File: src/vte_pkg.sv
// Behaviour
// RL1 - every undervoltage element is set while its operating magnitude is below its pickup and clear otherwise.
// RL2 - every overvoltage element is set while its operating magnitude is above its pickup and clear otherwise.
// RL3 - the level-one phase A, B and C undervoltage bits are set when the phase magnitude is strictly below the shared level-one undervoltage pickup.
// RL4 - the three-phase undervoltage bit is set only when all three per-phase undervoltage bits are set.
// RL5 - the level-one phase A, B and C overvoltage bits are set when the phase magnitude is strictly above the shared level-one overvoltage pickup.
// RL6 - the three-phase overvoltage bit is set only when all three per-phase overvoltage bits are set.
// RL7 - with a delta connection the phase-to-phase under- and overvoltage pickups accept 0.00 to 300.00 V on 300 V inputs.
// RL8 - with a delta connection both negative-sequence overvoltage pickups span 0.00 to 60.00 V on 150 V inputs and 0.00 to 120.00 V on 300 V inputs.
// RL9 - with a delta connection the positive-sequence overvoltage pickup spans 0.00 to 85.00 V on 150 V inputs and 0.00 to 170.00 V on 300 V inputs.
// RL10 - with a wye connection the level-one phase undervoltage bits and the first zero-sequence overvoltage bit feed the weak-infeed logic while it is enabled.
// RL11 - with a delta connection the phase-to-phase undervoltage bits and the negative-sequence overvoltage bit feed the weak-infeed logic while it is enabled.
// RL12 - bits that feed the weak-infeed logic stay available to every other consumer whatever the weak-infeed enable is.
// RL13 - a connection setting picks wye or delta and so which elements and operating quantities are active.
// RL14 - software keeps voltage pickups at or above 2.00 V so that elements do not chatter on noise.
// RL15 - all comparisons are taken from the latest magnitudes once per processing interval and all bits update together.
package vte_pkg;

  localparam int MAG_W  = 16;   // magnitudes and pickups in units of 10 mV
  localparam int NCMP   = 22;
  localparam int NPICK  = 10;
  localparam int ADDR_W = 8;

  // comparator slots
  localparam int C_UV1   = 0;
  localparam int C_OV1   = 3;
  localparam int C_UVPP  = 6;
  localparam int C_UVPP2 = 9;
  localparam int C_OVPP  = 12;
  localparam int C_OVPP2 = 15;
  localparam int C_ZS    = 18;
  localparam int C_NQ    = 19;
  localparam int C_NQ2   = 20;
  localparam int C_PS    = 21;

  // pickup register slots
  localparam int P_UV1   = 0;
  localparam int P_OV1   = 1;
  localparam int P_UVPP  = 2;
  localparam int P_UVPP2 = 3;
  localparam int P_OVPP  = 4;
  localparam int P_OVPP2 = 5;
  localparam int P_ZS    = 6;
  localparam int P_NQ    = 7;
  localparam int P_NQ2   = 8;
  localparam int P_PS    = 9;

  // register offsets
  localparam logic [ADDR_W-1:0] OFF_CTRL  = 8'h00;
  localparam logic [ADDR_W-1:0] OFF_ELEM  = 8'h04;
  localparam logic [ADDR_W-1:0] OFF_ISTAT = 8'h08;
  localparam logic [ADDR_W-1:0] OFF_IMASK = 8'h0C;
  localparam logic [ADDR_W-1:0] OFF_PICK0 = 8'h10;

  localparam int CTRL_DELTA_BIT = 0;
  localparam int CTRL_WI_BIT    = 1;
  localparam int CTRL_R300_BIT  = 2;
  localparam logic [2:0]       CTRL_RST  = 3'h0;
  localparam logic [MAG_W-1:0] PICK_RST  = 16'h0000;
  localparam logic [2:0]       IMASK_RST = 3'h0;

  localparam int IRQ_UV3_BIT = 0;
  localparam int IRQ_OV3_BIT = 1;
  localparam int IRQ_CHG_BIT = 2;

  localparam logic [1:0] RESP_OKAY   = 2'h0;
  localparam logic [1:0] RESP_DECERR = 2'h3;

  // pickup ceilings in 10 mV steps
  localparam logic [MAG_W-1:0] LIM_150 = 16'd15000;
  localparam logic [MAG_W-1:0] LIM_300 = 16'd30000;
  localparam logic [MAG_W-1:0] LIM_260 = 16'd26000;
  localparam logic [MAG_W-1:0] LIM_520 = 16'd52000;
  localparam logic [MAG_W-1:0] LIM_60  = 16'd6000;
  localparam logic [MAG_W-1:0] LIM_120 = 16'd12000;
  localparam logic [MAG_W-1:0] LIM_85  = 16'd8500;
  localparam logic [MAG_W-1:0] LIM_170 = 16'd17000;
  localparam logic [MAG_W-1:0] LIM_100 = 16'd10000;
  localparam logic [MAG_W-1:0] LIM_200 = 16'd20000;

  localparam int CLK_PERIOD_NS     = 10;
  localparam int PROC_INTERVAL_NS  = 1000;
  localparam int PROC_INTERVAL_CYC = PROC_INTERVAL_NS / CLK_PERIOD_NS;

  // which comparator slots are elements of each connection
  localparam logic [NCMP-1:0] WYE_ACTIVE   = 22'h2C_71FF;
  localparam logic [NCMP-1:0] DELTA_ACTIVE = 22'h3B_FFC0;
  localparam logic [NCMP-1:0] UNDER_SLOTS  = 22'h00_0FC7;

  function automatic logic [MAG_W-1:0] pick_max(input int idx, input logic delta, input logic r300);
    logic [MAG_W-1:0] m;
    m = r300 ? LIM_300 : LIM_150;
    if ((idx == P_UVPP || idx == P_UVPP2 || idx == P_OVPP || idx == P_OVPP2) && !delta)
      m = r300 ? LIM_520 : LIM_260;
    else if (idx == P_NQ || idx == P_NQ2)
      m = delta ? (r300 ? LIM_120 : LIM_60) : (r300 ? LIM_200 : LIM_100);
    else if (idx == P_PS && delta)
      m = r300 ? LIM_170 : LIM_85;
    return m;
  endfunction : pick_max

endpackage : vte_pkg

File: src/vte_cmp_if.sv
`timescale 1ns/10ps
interface vte_cmp_if;
  import vte_pkg::*;
  logic [MAG_W-1:0] mag   [NCMP];
  logic [MAG_W-1:0] pick  [NCMP];
  logic [NCMP-1:0]  below;
  logic [NCMP-1:0]  above;
  modport cmp  (input mag, input pick, output below, output above);
  modport user (output mag, output pick, input below, input above);
endinterface : vte_cmp_if

File: src/vte_cmp.sv
`timescale 1ns/10ps
// one strict comparator pair per slot; the top picks under or over per element
module vte_cmp (
  vte_cmp_if.cmp c
);
  import vte_pkg::*;

  genvar i;
  generate
    for (i = 0; i < NCMP; i++) begin : g_cmp
      assign c.below[i] = c.mag[i] < c.pick[i];   // see RL1
      assign c.above[i] = c.mag[i] > c.pick[i];   // see RL2
    end
  endgenerate

endmodule : vte_cmp

File: src/vte_top.sv
// Chosen here: the AXI4-Lite interface to the registers and the placing of the registers.
`timescale 1ns/10ps
module vte_top (
  input  wire logic                      mclk,
  input  wire logic                      sys_rst,
  input  wire logic [vte_pkg::MAG_W-1:0] mag_va,
  input  wire logic [vte_pkg::MAG_W-1:0] mag_vb,
  input  wire logic [vte_pkg::MAG_W-1:0] mag_vc,
  input  wire logic [vte_pkg::MAG_W-1:0] mag_vab,
  input  wire logic [vte_pkg::MAG_W-1:0] mag_vbc,
  input  wire logic [vte_pkg::MAG_W-1:0] mag_vca,
  input  wire logic [vte_pkg::MAG_W-1:0] mag_v0,
  input  wire logic [vte_pkg::MAG_W-1:0] mag_v2,
  input  wire logic [vte_pkg::MAG_W-1:0] mag_v1,
  output logic      [vte_pkg::NCMP-1:0]  elem_q,
  output logic                           three_phase_under_q,
  output logic                           three_phase_over_q,
  output logic      [3:0]                weak_infeed_q,
  output logic                           irq_q,
  input  wire logic [vte_pkg::ADDR_W-1:0] s_axi_awaddr,
  input  wire logic                      s_axi_awvalid,
  output logic                           s_axi_awready,
  input  wire logic [31:0]               s_axi_wdata,
  input  wire logic [3:0]                s_axi_wstrb,
  input  wire logic                      s_axi_wvalid,
  output logic                           s_axi_wready,
  output logic      [1:0]                s_axi_bresp,
  output logic                           s_axi_bvalid,
  input  wire logic                      s_axi_bready,
  input  wire logic [vte_pkg::ADDR_W-1:0] s_axi_araddr,
  input  wire logic                      s_axi_arvalid,
  output logic                           s_axi_arready,
  output logic      [31:0]               s_axi_rdata,
  output logic      [1:0]                s_axi_rresp,
  output logic                           s_axi_rvalid,
  input  wire logic                      s_axi_rready
);
  import vte_pkg::*;

  // ****************************************
  // settings and state
  // ****************************************
  logic [2:0]       ctrl_q;
  logic [MAG_W-1:0] pick_q [NPICK];
  logic [2:0]       istat_q;
  logic [2:0]       imask_q;
  logic [15:0]      tick_cnt_q;
  logic             tick_q;

  wire delta  = ctrl_q[CTRL_DELTA_BIT];
  wire wi_en  = ctrl_q[CTRL_WI_BIT];
  wire r300   = ctrl_q[CTRL_R300_BIT];

  function automatic logic [31:0] strb_merge(input logic [31:0] old, input logic [31:0] nw, input logic [3:0] s);
    logic [31:0] r;
    r = old;
    for (int b = 0; b < 4; b++) begin
      if (s[b]) r[8*b +: 8] = nw[8*b +: 8];
    end
    return r;
  endfunction : strb_merge

  // ****************************************
  // axi4-lite write path
  // ****************************************
  logic [ADDR_W-1:0] aw_addr_q;
  logic              aw_have_q;
  logic [31:0]       w_data_q;
  logic [3:0]        w_strb_q;
  logic              w_have_q;

  wire aw_take   = s_axi_awvalid & s_axi_awready;
  wire w_take    = s_axi_wvalid & s_axi_wready;
  wire do_wr     = aw_have_q & w_have_q & ~s_axi_bvalid;
  wire aw_have_n = (aw_have_q | aw_take) & ~do_wr;
  wire w_have_n  = (w_have_q | w_take) & ~do_wr;
  wire bvalid_n  = (s_axi_bvalid & ~s_axi_bready) | do_wr;

  wire [ADDR_W-1:0] pick_off = aw_addr_q - OFF_PICK0;
  wire [ADDR_W-3:0] pick_idx = pick_off[ADDR_W-1:2];
  wire              wr_ctrl  = do_wr && aw_addr_q == OFF_CTRL;
  wire              wr_istat = do_wr && aw_addr_q == OFF_ISTAT;
  wire              wr_imask = do_wr && aw_addr_q == OFF_IMASK;
  wire              wr_pick  = do_wr && aw_addr_q >= OFF_PICK0 && aw_addr_q[1:0] == 2'h0
                               && pick_idx < 6'(NPICK);
  wire              wr_map   = wr_ctrl | wr_istat | wr_imask | wr_pick | (aw_addr_q == OFF_ELEM);
  wire [31:0]       w1c_bits = strb_merge(32'h0000_0000, w_data_q, w_strb_q);
  wire [31:0]       ctrl_mrg  = strb_merge({29'h0, ctrl_q}, w_data_q, w_strb_q);
  wire [31:0]       imask_mrg = strb_merge({29'h0, imask_q}, w_data_q, w_strb_q);

  always_ff @(posedge mclk or posedge sys_rst) begin
    if (sys_rst) begin
      aw_have_q     <= 1'b0;
      w_have_q      <= 1'b0;
      s_axi_awready <= 1'b0;
      s_axi_wready  <= 1'b0;
      s_axi_bvalid  <= 1'b0;
      s_axi_bresp   <= RESP_OKAY;
    end else begin
      aw_have_q     <= aw_have_n;
      w_have_q      <= w_have_n;
      s_axi_awready <= ~aw_have_n & ~bvalid_n;
      s_axi_wready  <= ~w_have_n & ~bvalid_n;
      s_axi_bvalid  <= bvalid_n;
      if (do_wr) s_axi_bresp <= wr_map ? RESP_OKAY : RESP_DECERR;
    end
  end

  always_ff @(posedge mclk or posedge sys_rst) begin
    if (sys_rst) begin
      aw_addr_q <= '0;
      w_data_q  <= 32'h0000_0000;
      w_strb_q  <= 4'h0;
    end else begin
      if (aw_take) aw_addr_q <= s_axi_awaddr;
      if (w_take) begin
        w_data_q <= s_axi_wdata;
        w_strb_q <= s_axi_wstrb;
      end
    end
  end

  always_ff @(posedge mclk or posedge sys_rst) begin
    if (sys_rst) begin
      ctrl_q  <= CTRL_RST;
      imask_q <= IMASK_RST;
    end else begin
      if (wr_ctrl) ctrl_q <= ctrl_mrg[2:0];   // see RL13
      if (wr_imask) imask_q <= imask_mrg[2:0];
    end
  end

  // pickups are clamped to the ceiling of the current connection and rating when written
  genvar k;
  generate
    for (k = 0; k < NPICK; k++) begin : g_pick
      wire [31:0]      merged = strb_merge({16'h0000, pick_q[k]}, w_data_q, w_strb_q);
      wire [MAG_W-1:0] ceil_v = pick_max(k, delta, r300);
      always_ff @(posedge mclk or posedge sys_rst) begin
        if (sys_rst) pick_q[k] <= PICK_RST;
        else if (wr_pick && pick_idx == 6'(k))
          pick_q[k] <= (merged[MAG_W-1:0] > ceil_v) ? ceil_v : merged[MAG_W-1:0];   // see RL7 see RL8 see RL9
      end
    end
  endgenerate

  // ****************************************
  // axi4-lite read path
  // ****************************************
  wire              ar_take   = s_axi_arvalid & s_axi_arready;
  wire [ADDR_W-1:0] rpick_off = s_axi_araddr - OFF_PICK0;
  wire [ADDR_W-3:0] rpick_idx = rpick_off[ADDR_W-1:2];
  logic [31:0]      rd_val;
  logic             rd_hit;

  always_comb begin
    rd_val = 32'h0000_0000;
    rd_hit = 1'b1;
    if (s_axi_araddr == OFF_CTRL) rd_val = {29'h0, ctrl_q};
    else if (s_axi_araddr == OFF_ELEM) rd_val = {10'h0, elem_q};
    else if (s_axi_araddr == OFF_ISTAT) rd_val = {29'h0, istat_q};
    else if (s_axi_araddr == OFF_IMASK) rd_val = {29'h0, imask_q};
    else if (s_axi_araddr >= OFF_PICK0 && s_axi_araddr[1:0] == 2'h0 && rpick_idx < 6'(NPICK))
      rd_val = {16'h0000, pick_q[rpick_idx[3:0]]};
    else rd_hit = 1'b0;
  end

  always_ff @(posedge mclk or posedge sys_rst) begin
    if (sys_rst) begin
      s_axi_arready <= 1'b0;
      s_axi_rvalid  <= 1'b0;
      s_axi_rdata   <= 32'h0000_0000;
      s_axi_rresp   <= RESP_OKAY;
    end else begin
      s_axi_arready <= ~(ar_take | (s_axi_rvalid & ~s_axi_rready));
      if (ar_take) begin
        s_axi_rvalid <= 1'b1;
        s_axi_rdata  <= rd_val;
        s_axi_rresp  <= rd_hit ? RESP_OKAY : RESP_DECERR;
      end else if (s_axi_rready) s_axi_rvalid <= 1'b0;
    end
  end

  // ****************************************
  // processing interval
  // ****************************************
  always_ff @(posedge mclk or posedge sys_rst) begin
    if (sys_rst) begin
      tick_cnt_q <= 16'h0000;
      tick_q     <= 1'b0;
    end else begin
      tick_q     <= tick_cnt_q == 16'(PROC_INTERVAL_CYC - 1);
      tick_cnt_q <= (tick_cnt_q == 16'(PROC_INTERVAL_CYC - 1)) ? 16'h0000 : tick_cnt_q + 16'h0001;
    end
  end

  // ****************************************
  // element comparisons
  // ****************************************
  vte_cmp_if cif ();

  vte_cmp u_cmp (
    .c (cif)
  );

  wire [MAG_W-1:0] ph [3] = '{mag_va, mag_vb, mag_vc};
  wire [MAG_W-1:0] pp [3] = '{mag_vab, mag_vbc, mag_vca};

  genvar j;
  generate
    for (j = 0; j < 3; j++) begin : g_tri
      assign cif.mag[C_UV1+j]    = ph[j];
      assign cif.pick[C_UV1+j]   = pick_q[P_UV1];
      assign cif.mag[C_OV1+j]    = ph[j];
      assign cif.pick[C_OV1+j]   = pick_q[P_OV1];
      assign cif.mag[C_UVPP+j]   = pp[j];
      assign cif.pick[C_UVPP+j]  = pick_q[P_UVPP];
      assign cif.mag[C_UVPP2+j]  = pp[j];
      assign cif.pick[C_UVPP2+j] = pick_q[P_UVPP2];
      assign cif.mag[C_OVPP+j]   = pp[j];
      assign cif.pick[C_OVPP+j]  = pick_q[P_OVPP];
      assign cif.mag[C_OVPP2+j]  = pp[j];
      assign cif.pick[C_OVPP2+j] = pick_q[P_OVPP2];
    end
  endgenerate

  assign cif.mag[C_ZS]  = mag_v0;
  assign cif.pick[C_ZS] = pick_q[P_ZS];
  assign cif.mag[C_NQ]  = mag_v2;
  assign cif.pick[C_NQ] = pick_q[P_NQ];
  assign cif.mag[C_NQ2]  = mag_v2;
  assign cif.pick[C_NQ2] = pick_q[P_NQ2];
  assign cif.mag[C_PS]  = mag_v1;
  assign cif.pick[C_PS] = pick_q[P_PS];

  // zero sequence and per-phase quantities do not exist on a delta connection
  wire [NCMP-1:0] active = delta ? DELTA_ACTIVE : WYE_ACTIVE;   // see RL13
  wire [NCMP-1:0] elem_d = active & ((UNDER_SLOTS & cif.below) | (~UNDER_SLOTS & cif.above));   // see RL1 see RL2
  wire [2:0] uv_set = delta ? elem_d[C_UVPP +: 3] : elem_d[C_UV1 +: 3];   // see RL3
  wire [2:0] ov_set = delta ? elem_d[C_OVPP +: 3] : elem_d[C_OV1 +: 3];   // see RL5
  wire       uv3_d  = &uv_set;   // see RL4
  wire       ov3_d  = &ov_set;   // see RL6
  wire [3:0] wi_src = delta ? {elem_d[C_NQ], elem_d[C_UVPP +: 3]}        // see RL11
                            : {elem_d[C_ZS], elem_d[C_UV1 +: 3]};        // see RL10
  wire [3:0] wi_d   = wi_en ? wi_src : 4'h0;

  // all element bits move on the same tick so consumers never see a mixed set
  always_ff @(posedge mclk or posedge sys_rst) begin
    if (sys_rst) begin
      elem_q              <= '0;
      three_phase_under_q <= 1'b0;
      three_phase_over_q  <= 1'b0;
      weak_infeed_q       <= 4'h0;
    end else if (tick_q) begin   // see RL15
      elem_q              <= elem_d;   // see RL12
      three_phase_under_q <= uv3_d;
      three_phase_over_q  <= ov3_d;
      weak_infeed_q       <= wi_d;
    end
  end

  // ****************************************
  // interrupts
  // ****************************************
  wire [2:0] ev = {tick_q & (elem_d != elem_q), tick_q & ov3_d & ~three_phase_over_q,
                   tick_q & uv3_d & ~three_phase_under_q};
  wire [2:0] istat_d = (istat_q & ~(wr_istat ? w1c_bits[2:0] : 3'h0)) | ev;

  always_ff @(posedge mclk or posedge sys_rst) begin
    if (sys_rst) begin
      istat_q <= 3'h0;
      irq_q   <= 1'b0;
    end else begin
      istat_q <= istat_d;
      irq_q   <= |(istat_d & imask_q);
    end
  end
endmodule : vte_top

File: config.mk
export PLATFORM = sky130hd
export DESIGN_NAME = vte_top
export DESIGN_NICKNAME = d
export VERILOG_FILES = /design/src/vte_pkg.sv /design/src/vte_cmp_if.sv /design/src/vte_cmp.sv /design/src/vte_top.sv
export SDC_FILE = /design/constraint.sdc
export NUM_CORES = 2
export LEC_CHECK = 0
export BUFFER_PORTS_ARGS = -buffer_cell sky130_fd_sc_hd__clkbuf_2
export CAP_MARGIN = 20
export CORE_AREA = 4 4 196 237
export DETAILED_ROUTE_END_ITERATION = 6
export DIE_AREA = 0 0 200 241
export GPL_ROUTABILITY_DRIVEN = 0
export MAX_ROUTING_LAYER = met4
export PLACE_DENSITY = 0.81
export SKIP_CTS_REPAIR_TIMING = 1
export SYNTH_ARGS = -nofsm -noshare
export SYNTH_HDL_FRONTEND = slang
export SYNTH_HIERARCHICAL = 1
export SYNTH_SLANG_ARGS = --single-unit
File: constraint.sdc
create_clock -name mclk -period 13.6 [get_ports mclk]
set_clock_uncertainty 0.05 [all_clocks]
set_input_delay 2.72 -clock mclk [delete_from_list [all_inputs] [get_ports mclk]]
set_output_delay 2.72 -clock mclk [all_outputs]
set_load 0.01 [all_outputs]
==> run summary <==
The flow ran to the end, but the final reports show violations. The checks that failed: design-rule violations. The source-to-sink clock delay at the later pin of the worst-skew pair came out at 0.60 ns. In the routed layout, each cell is associated on average with a via count of 6.78.

For this design the ratio of total power to cell area is 129 mW/mm2. STA classifies the critical path startpoint as a primary input. The number of antenna violations at the first check in global routing came out at 4.

The via count of the first global-routing pass is 26000. In the synthesized netlist, the number of instances is 3087. The post-CTS clock slew at the launch and capture registers of the worst setup and hold paths came out at 0.06 ns. The top-level I/O count is 273. The aggregate routed wire length is 97500 um. The mapped netlist covers 0.0269 mm2.

Measured along the x axis, the die boundary spans 200 um. In this design, the largest share of critical-path delay is due to simple AND/OR/NAND/NOR gates. The floorplan has 85 rows. In this run the number of H-tree levels came out at 1.

In this run the clock root is driven by a sky130_fd_sc_hd__clkbuf_16. Of the cells placed in the final design, the portion with a size suffix greater than 1 is 0.151. The final layout contains 3935 nets.

The number of DRC violations after detailed routing came out at 6. Counting tap cells, the placed design contains a total of 3802 instances. For the pin with the worst max-slew slack, the measured transition is 1.24 ns. The die covers 0.0482 mm2. Setup repair after global routing left no endpoint under its margin. The largest net degree at the start of global routing is 126. STA classifies the critical path endpoint as a flip-flop. The worst-case IR drop observed on VDD is 196 uV.

The floorplan core area is 0.0443 mm2. The buffer levels on the longest clock path is 3. The final max-slew violation count came to 0. For the final routed database, the setup TNS stands at 0 ns. The fmax is 169 MHz. The worst setup path is of the primary input to flip-flop kind. The pre-CTS setup slack came out at 7.22 ns. The fraction of the cycle the final worst path needs is 0.434. Counting the fill cells in the layout gives 3522. The initial DRC count came out at 3115. Walking the worst path, the cells encountered are clkbuf_2 > ha_1 > a21oi_1 > o21ai_0 > a22o_1 > nor3_1 > xnor2_1 > nand4_1 > a211o_1 > nor4bb_1 > a31oi_1 > a221o_1. The number of violations of the max-capacitance limit came out at 0.

Buffers inserted during clock tree synthesis total 28. The static leakage came out at 13.3 nW. The CTS tree is done.

Data on the critical path arrives at its endpoint at 6.34 ns. The number of sinks driven by the clock tree came out at 272. The post-synthesis average cell area is 8.71 um2.

The largest stage delay on the critical path is 0.79 ns. The sum of buffers and inverters on the critical path is 1. STA puts the critical path data required time at 14.03 ns. For this run the aggregate overflow at the end of global routing stands at 0. The top fanout value on the critical path is 4. The number of standard cells in the final layout excluding fillers came out at 3861.

The minimum setup slack in the final design came out at 7.69 ns. In the final layout, the multi-input gates occupy 0.0176 mm2. The number of I/O port buffers came out at 244.

The growth of design area from synthesis to finish came out at 9.41%. In this run the cell area measured after placement is 0.0284 mm2. The slowest stage of the critical path is the sky130_fd_sc_hd__nor3_1 cell. The count of final hold-check violations came to 0.

The finished layout cell area came out at 0.0294 mm2. The number of vias in the routed layout came out at 26200. The initial utilization of the core area, before any placement, comes to 0.606. The worst-case headroom to the max-slew limit came out at 0.173. The pre-antenna-repair detailed-routing pass consisted of 7 iterations. The die outline height is 241 um.

The detailed-placement wirelength estimate is 75000 um. The area of all sequential standard cells came out at 0.00681 mm2. During synthesis, Yosys emitted a total of 6 warnings. The time the worst path needs with I/O delays and setup is 5.91 ns. The total design power is 3.80 mW. The wire length of the first global-routing pass came out at 145000 um. The total routing usage reported by global routing came out at 0.404. The number of routed nets with antenna violations came out at 0.

The setup-violating endpoint count in the final report is 0. The path class of the tightest hold or removal check is flip-flop to flip-flop. After detailed routing, the average wire length per cell comes to 25.3 um.
[report_power, final]
| part | switching (mW) | leakage, nW | total [mW] | internal (mW) |
|---|---|---|---|---|
| Combinational | 1.20 | 9.30 | 1.88 | 0.680 |
| Clock | 0.349 | 0.470 | 0.819 | 0.469 |
| Sequential | 0.213 | 3.56 | 1.11 | 0.894 |
| Total | 1.76 | 13.3 | 3.80 | 2.04 |
[sequential cells by signal, summed over array words and instances, names as in the netlist, 2 cells and up]
signal         cells
w_data_q          16
cif.pick         160
weak_infeed_q      4
elem_q            22
w_strb_q           2
tick_cnt_q        16
imask_q            3
ctrl_q             3
istat_q            3
aw_addr_q          8
s_axi_rdata       22
[routing by layer]
metal | share of wire | routed length (um) | vias to the layer above | GRT usage
met5 | 0 | 0 | - | -
met4 | 0.11 | 10500 | 0 | 0.327
met3 | 0.12 | 11600 | 657 | 0.112
met2 | 0.43 | 42200 | 1858 | 0.596
met1 | 0.34 | 33200 | 12300 | 0.455
li1 | - | - | 11400 | -
[metrics by stage]
step                       util  hold WS [ns]
after floorplan               -         0.396
after global placement    0.640         0.415
after detailed placement  0.640         0.417
after CTS                 0.662         0.432
after global routing      0.664         0.453
final                     0.664         0.432
[worst paths after layout]
| kind | from | to | slack [ns] | cells after the start |
|---|---|---|---|---|
| min in group asynchronous | sys_rst | w_data_q[8]$_DFFE_PP0P_ | 2.29 | 2 |
| worst max-delay path | mag_vca[3] | irq_q$_DFF_PP0_ | 7.69 | 12 |
| worst max register to register | w_strb_q[1]$_DFFE_PP0P_ | cif.pick[124]$_DFFE_PP0P_ | 8.74 | 11 |
| worst min register to register | tick_cnt_q[15]$_DFF_PP0_ | tick_cnt_q[15]$_DFF_PP0_ | 0.43 | 1 |
| worst min-delay path | tick_cnt_q[15]$_DFF_PP0_ | tick_cnt_q[15]$_DFF_PP0_ | 0.43 | 1 |
| max in group asynchronous | sys_rst | cif.pick[261]$_DFFE_PP0P_ | 9.70 | 3 |
[placed cells by master (no fill, tap or decap), types with 18 or more instances in the layout]
cell type,n
sky130_fd_sc_hd__nor4_2,23
sky130_fd_sc_hd__a21boi_0,18
sky130_fd_sc_hd__nor2b_1,30
sky130_fd_sc_hd__inv_1,505
sky130_fd_sc_hd__mux4_2,32
sky130_fd_sc_hd__clkbuf_16,29
sky130_fd_sc_hd__o21ai_1,23
sky130_fd_sc_hd__ha_1,462
sky130_fd_sc_hd__o2bb2ai_1,31
sky130_fd_sc_hd__dfrtp_1,270
sky130_fd_sc_hd__o21ai_0,190
sky130_fd_sc_hd__nand3_1,73
sky130_fd_sc_hd__clkbuf_2,243
sky130_fd_sc_hd__nand4_1,21
sky130_fd_sc_hd__o221ai_1,18
sky130_fd_sc_hd__nand4_2,22
sky130_fd_sc_hd__xnor2_1,20
sky130_fd_sc_hd__a22o_1,44
sky130_fd_sc_hd__a21oi_1,242
sky130_fd_sc_hd__nand2b_1,23
sky130_fd_sc_hd__mux2_2,52
sky130_fd_sc_hd__a21o_1,52
sky130_fd_sc_hd__nand2_1,245
sky130_fd_sc_hd__a22oi_1,47
sky130_fd_sc_hd__nor2_1,106
sky130_fd_sc_hd__nor3_1,37
sky130_fd_sc_hd__o22ai_1,31
sky130_fd_sc_hd__mux2i_1,73
[final cells by class]
type,instances,area share
clock buffers,38,0.0271
repair buffers,264,0.0482
diodes,4,0.000340
well taps,565,0.0240
flip-flops and latches,272,0.231
clock inverters,14,0.00570
inverters,510,0.0653
multi-input cells,2194,0.598
Power figures use the tool's default switching activity.
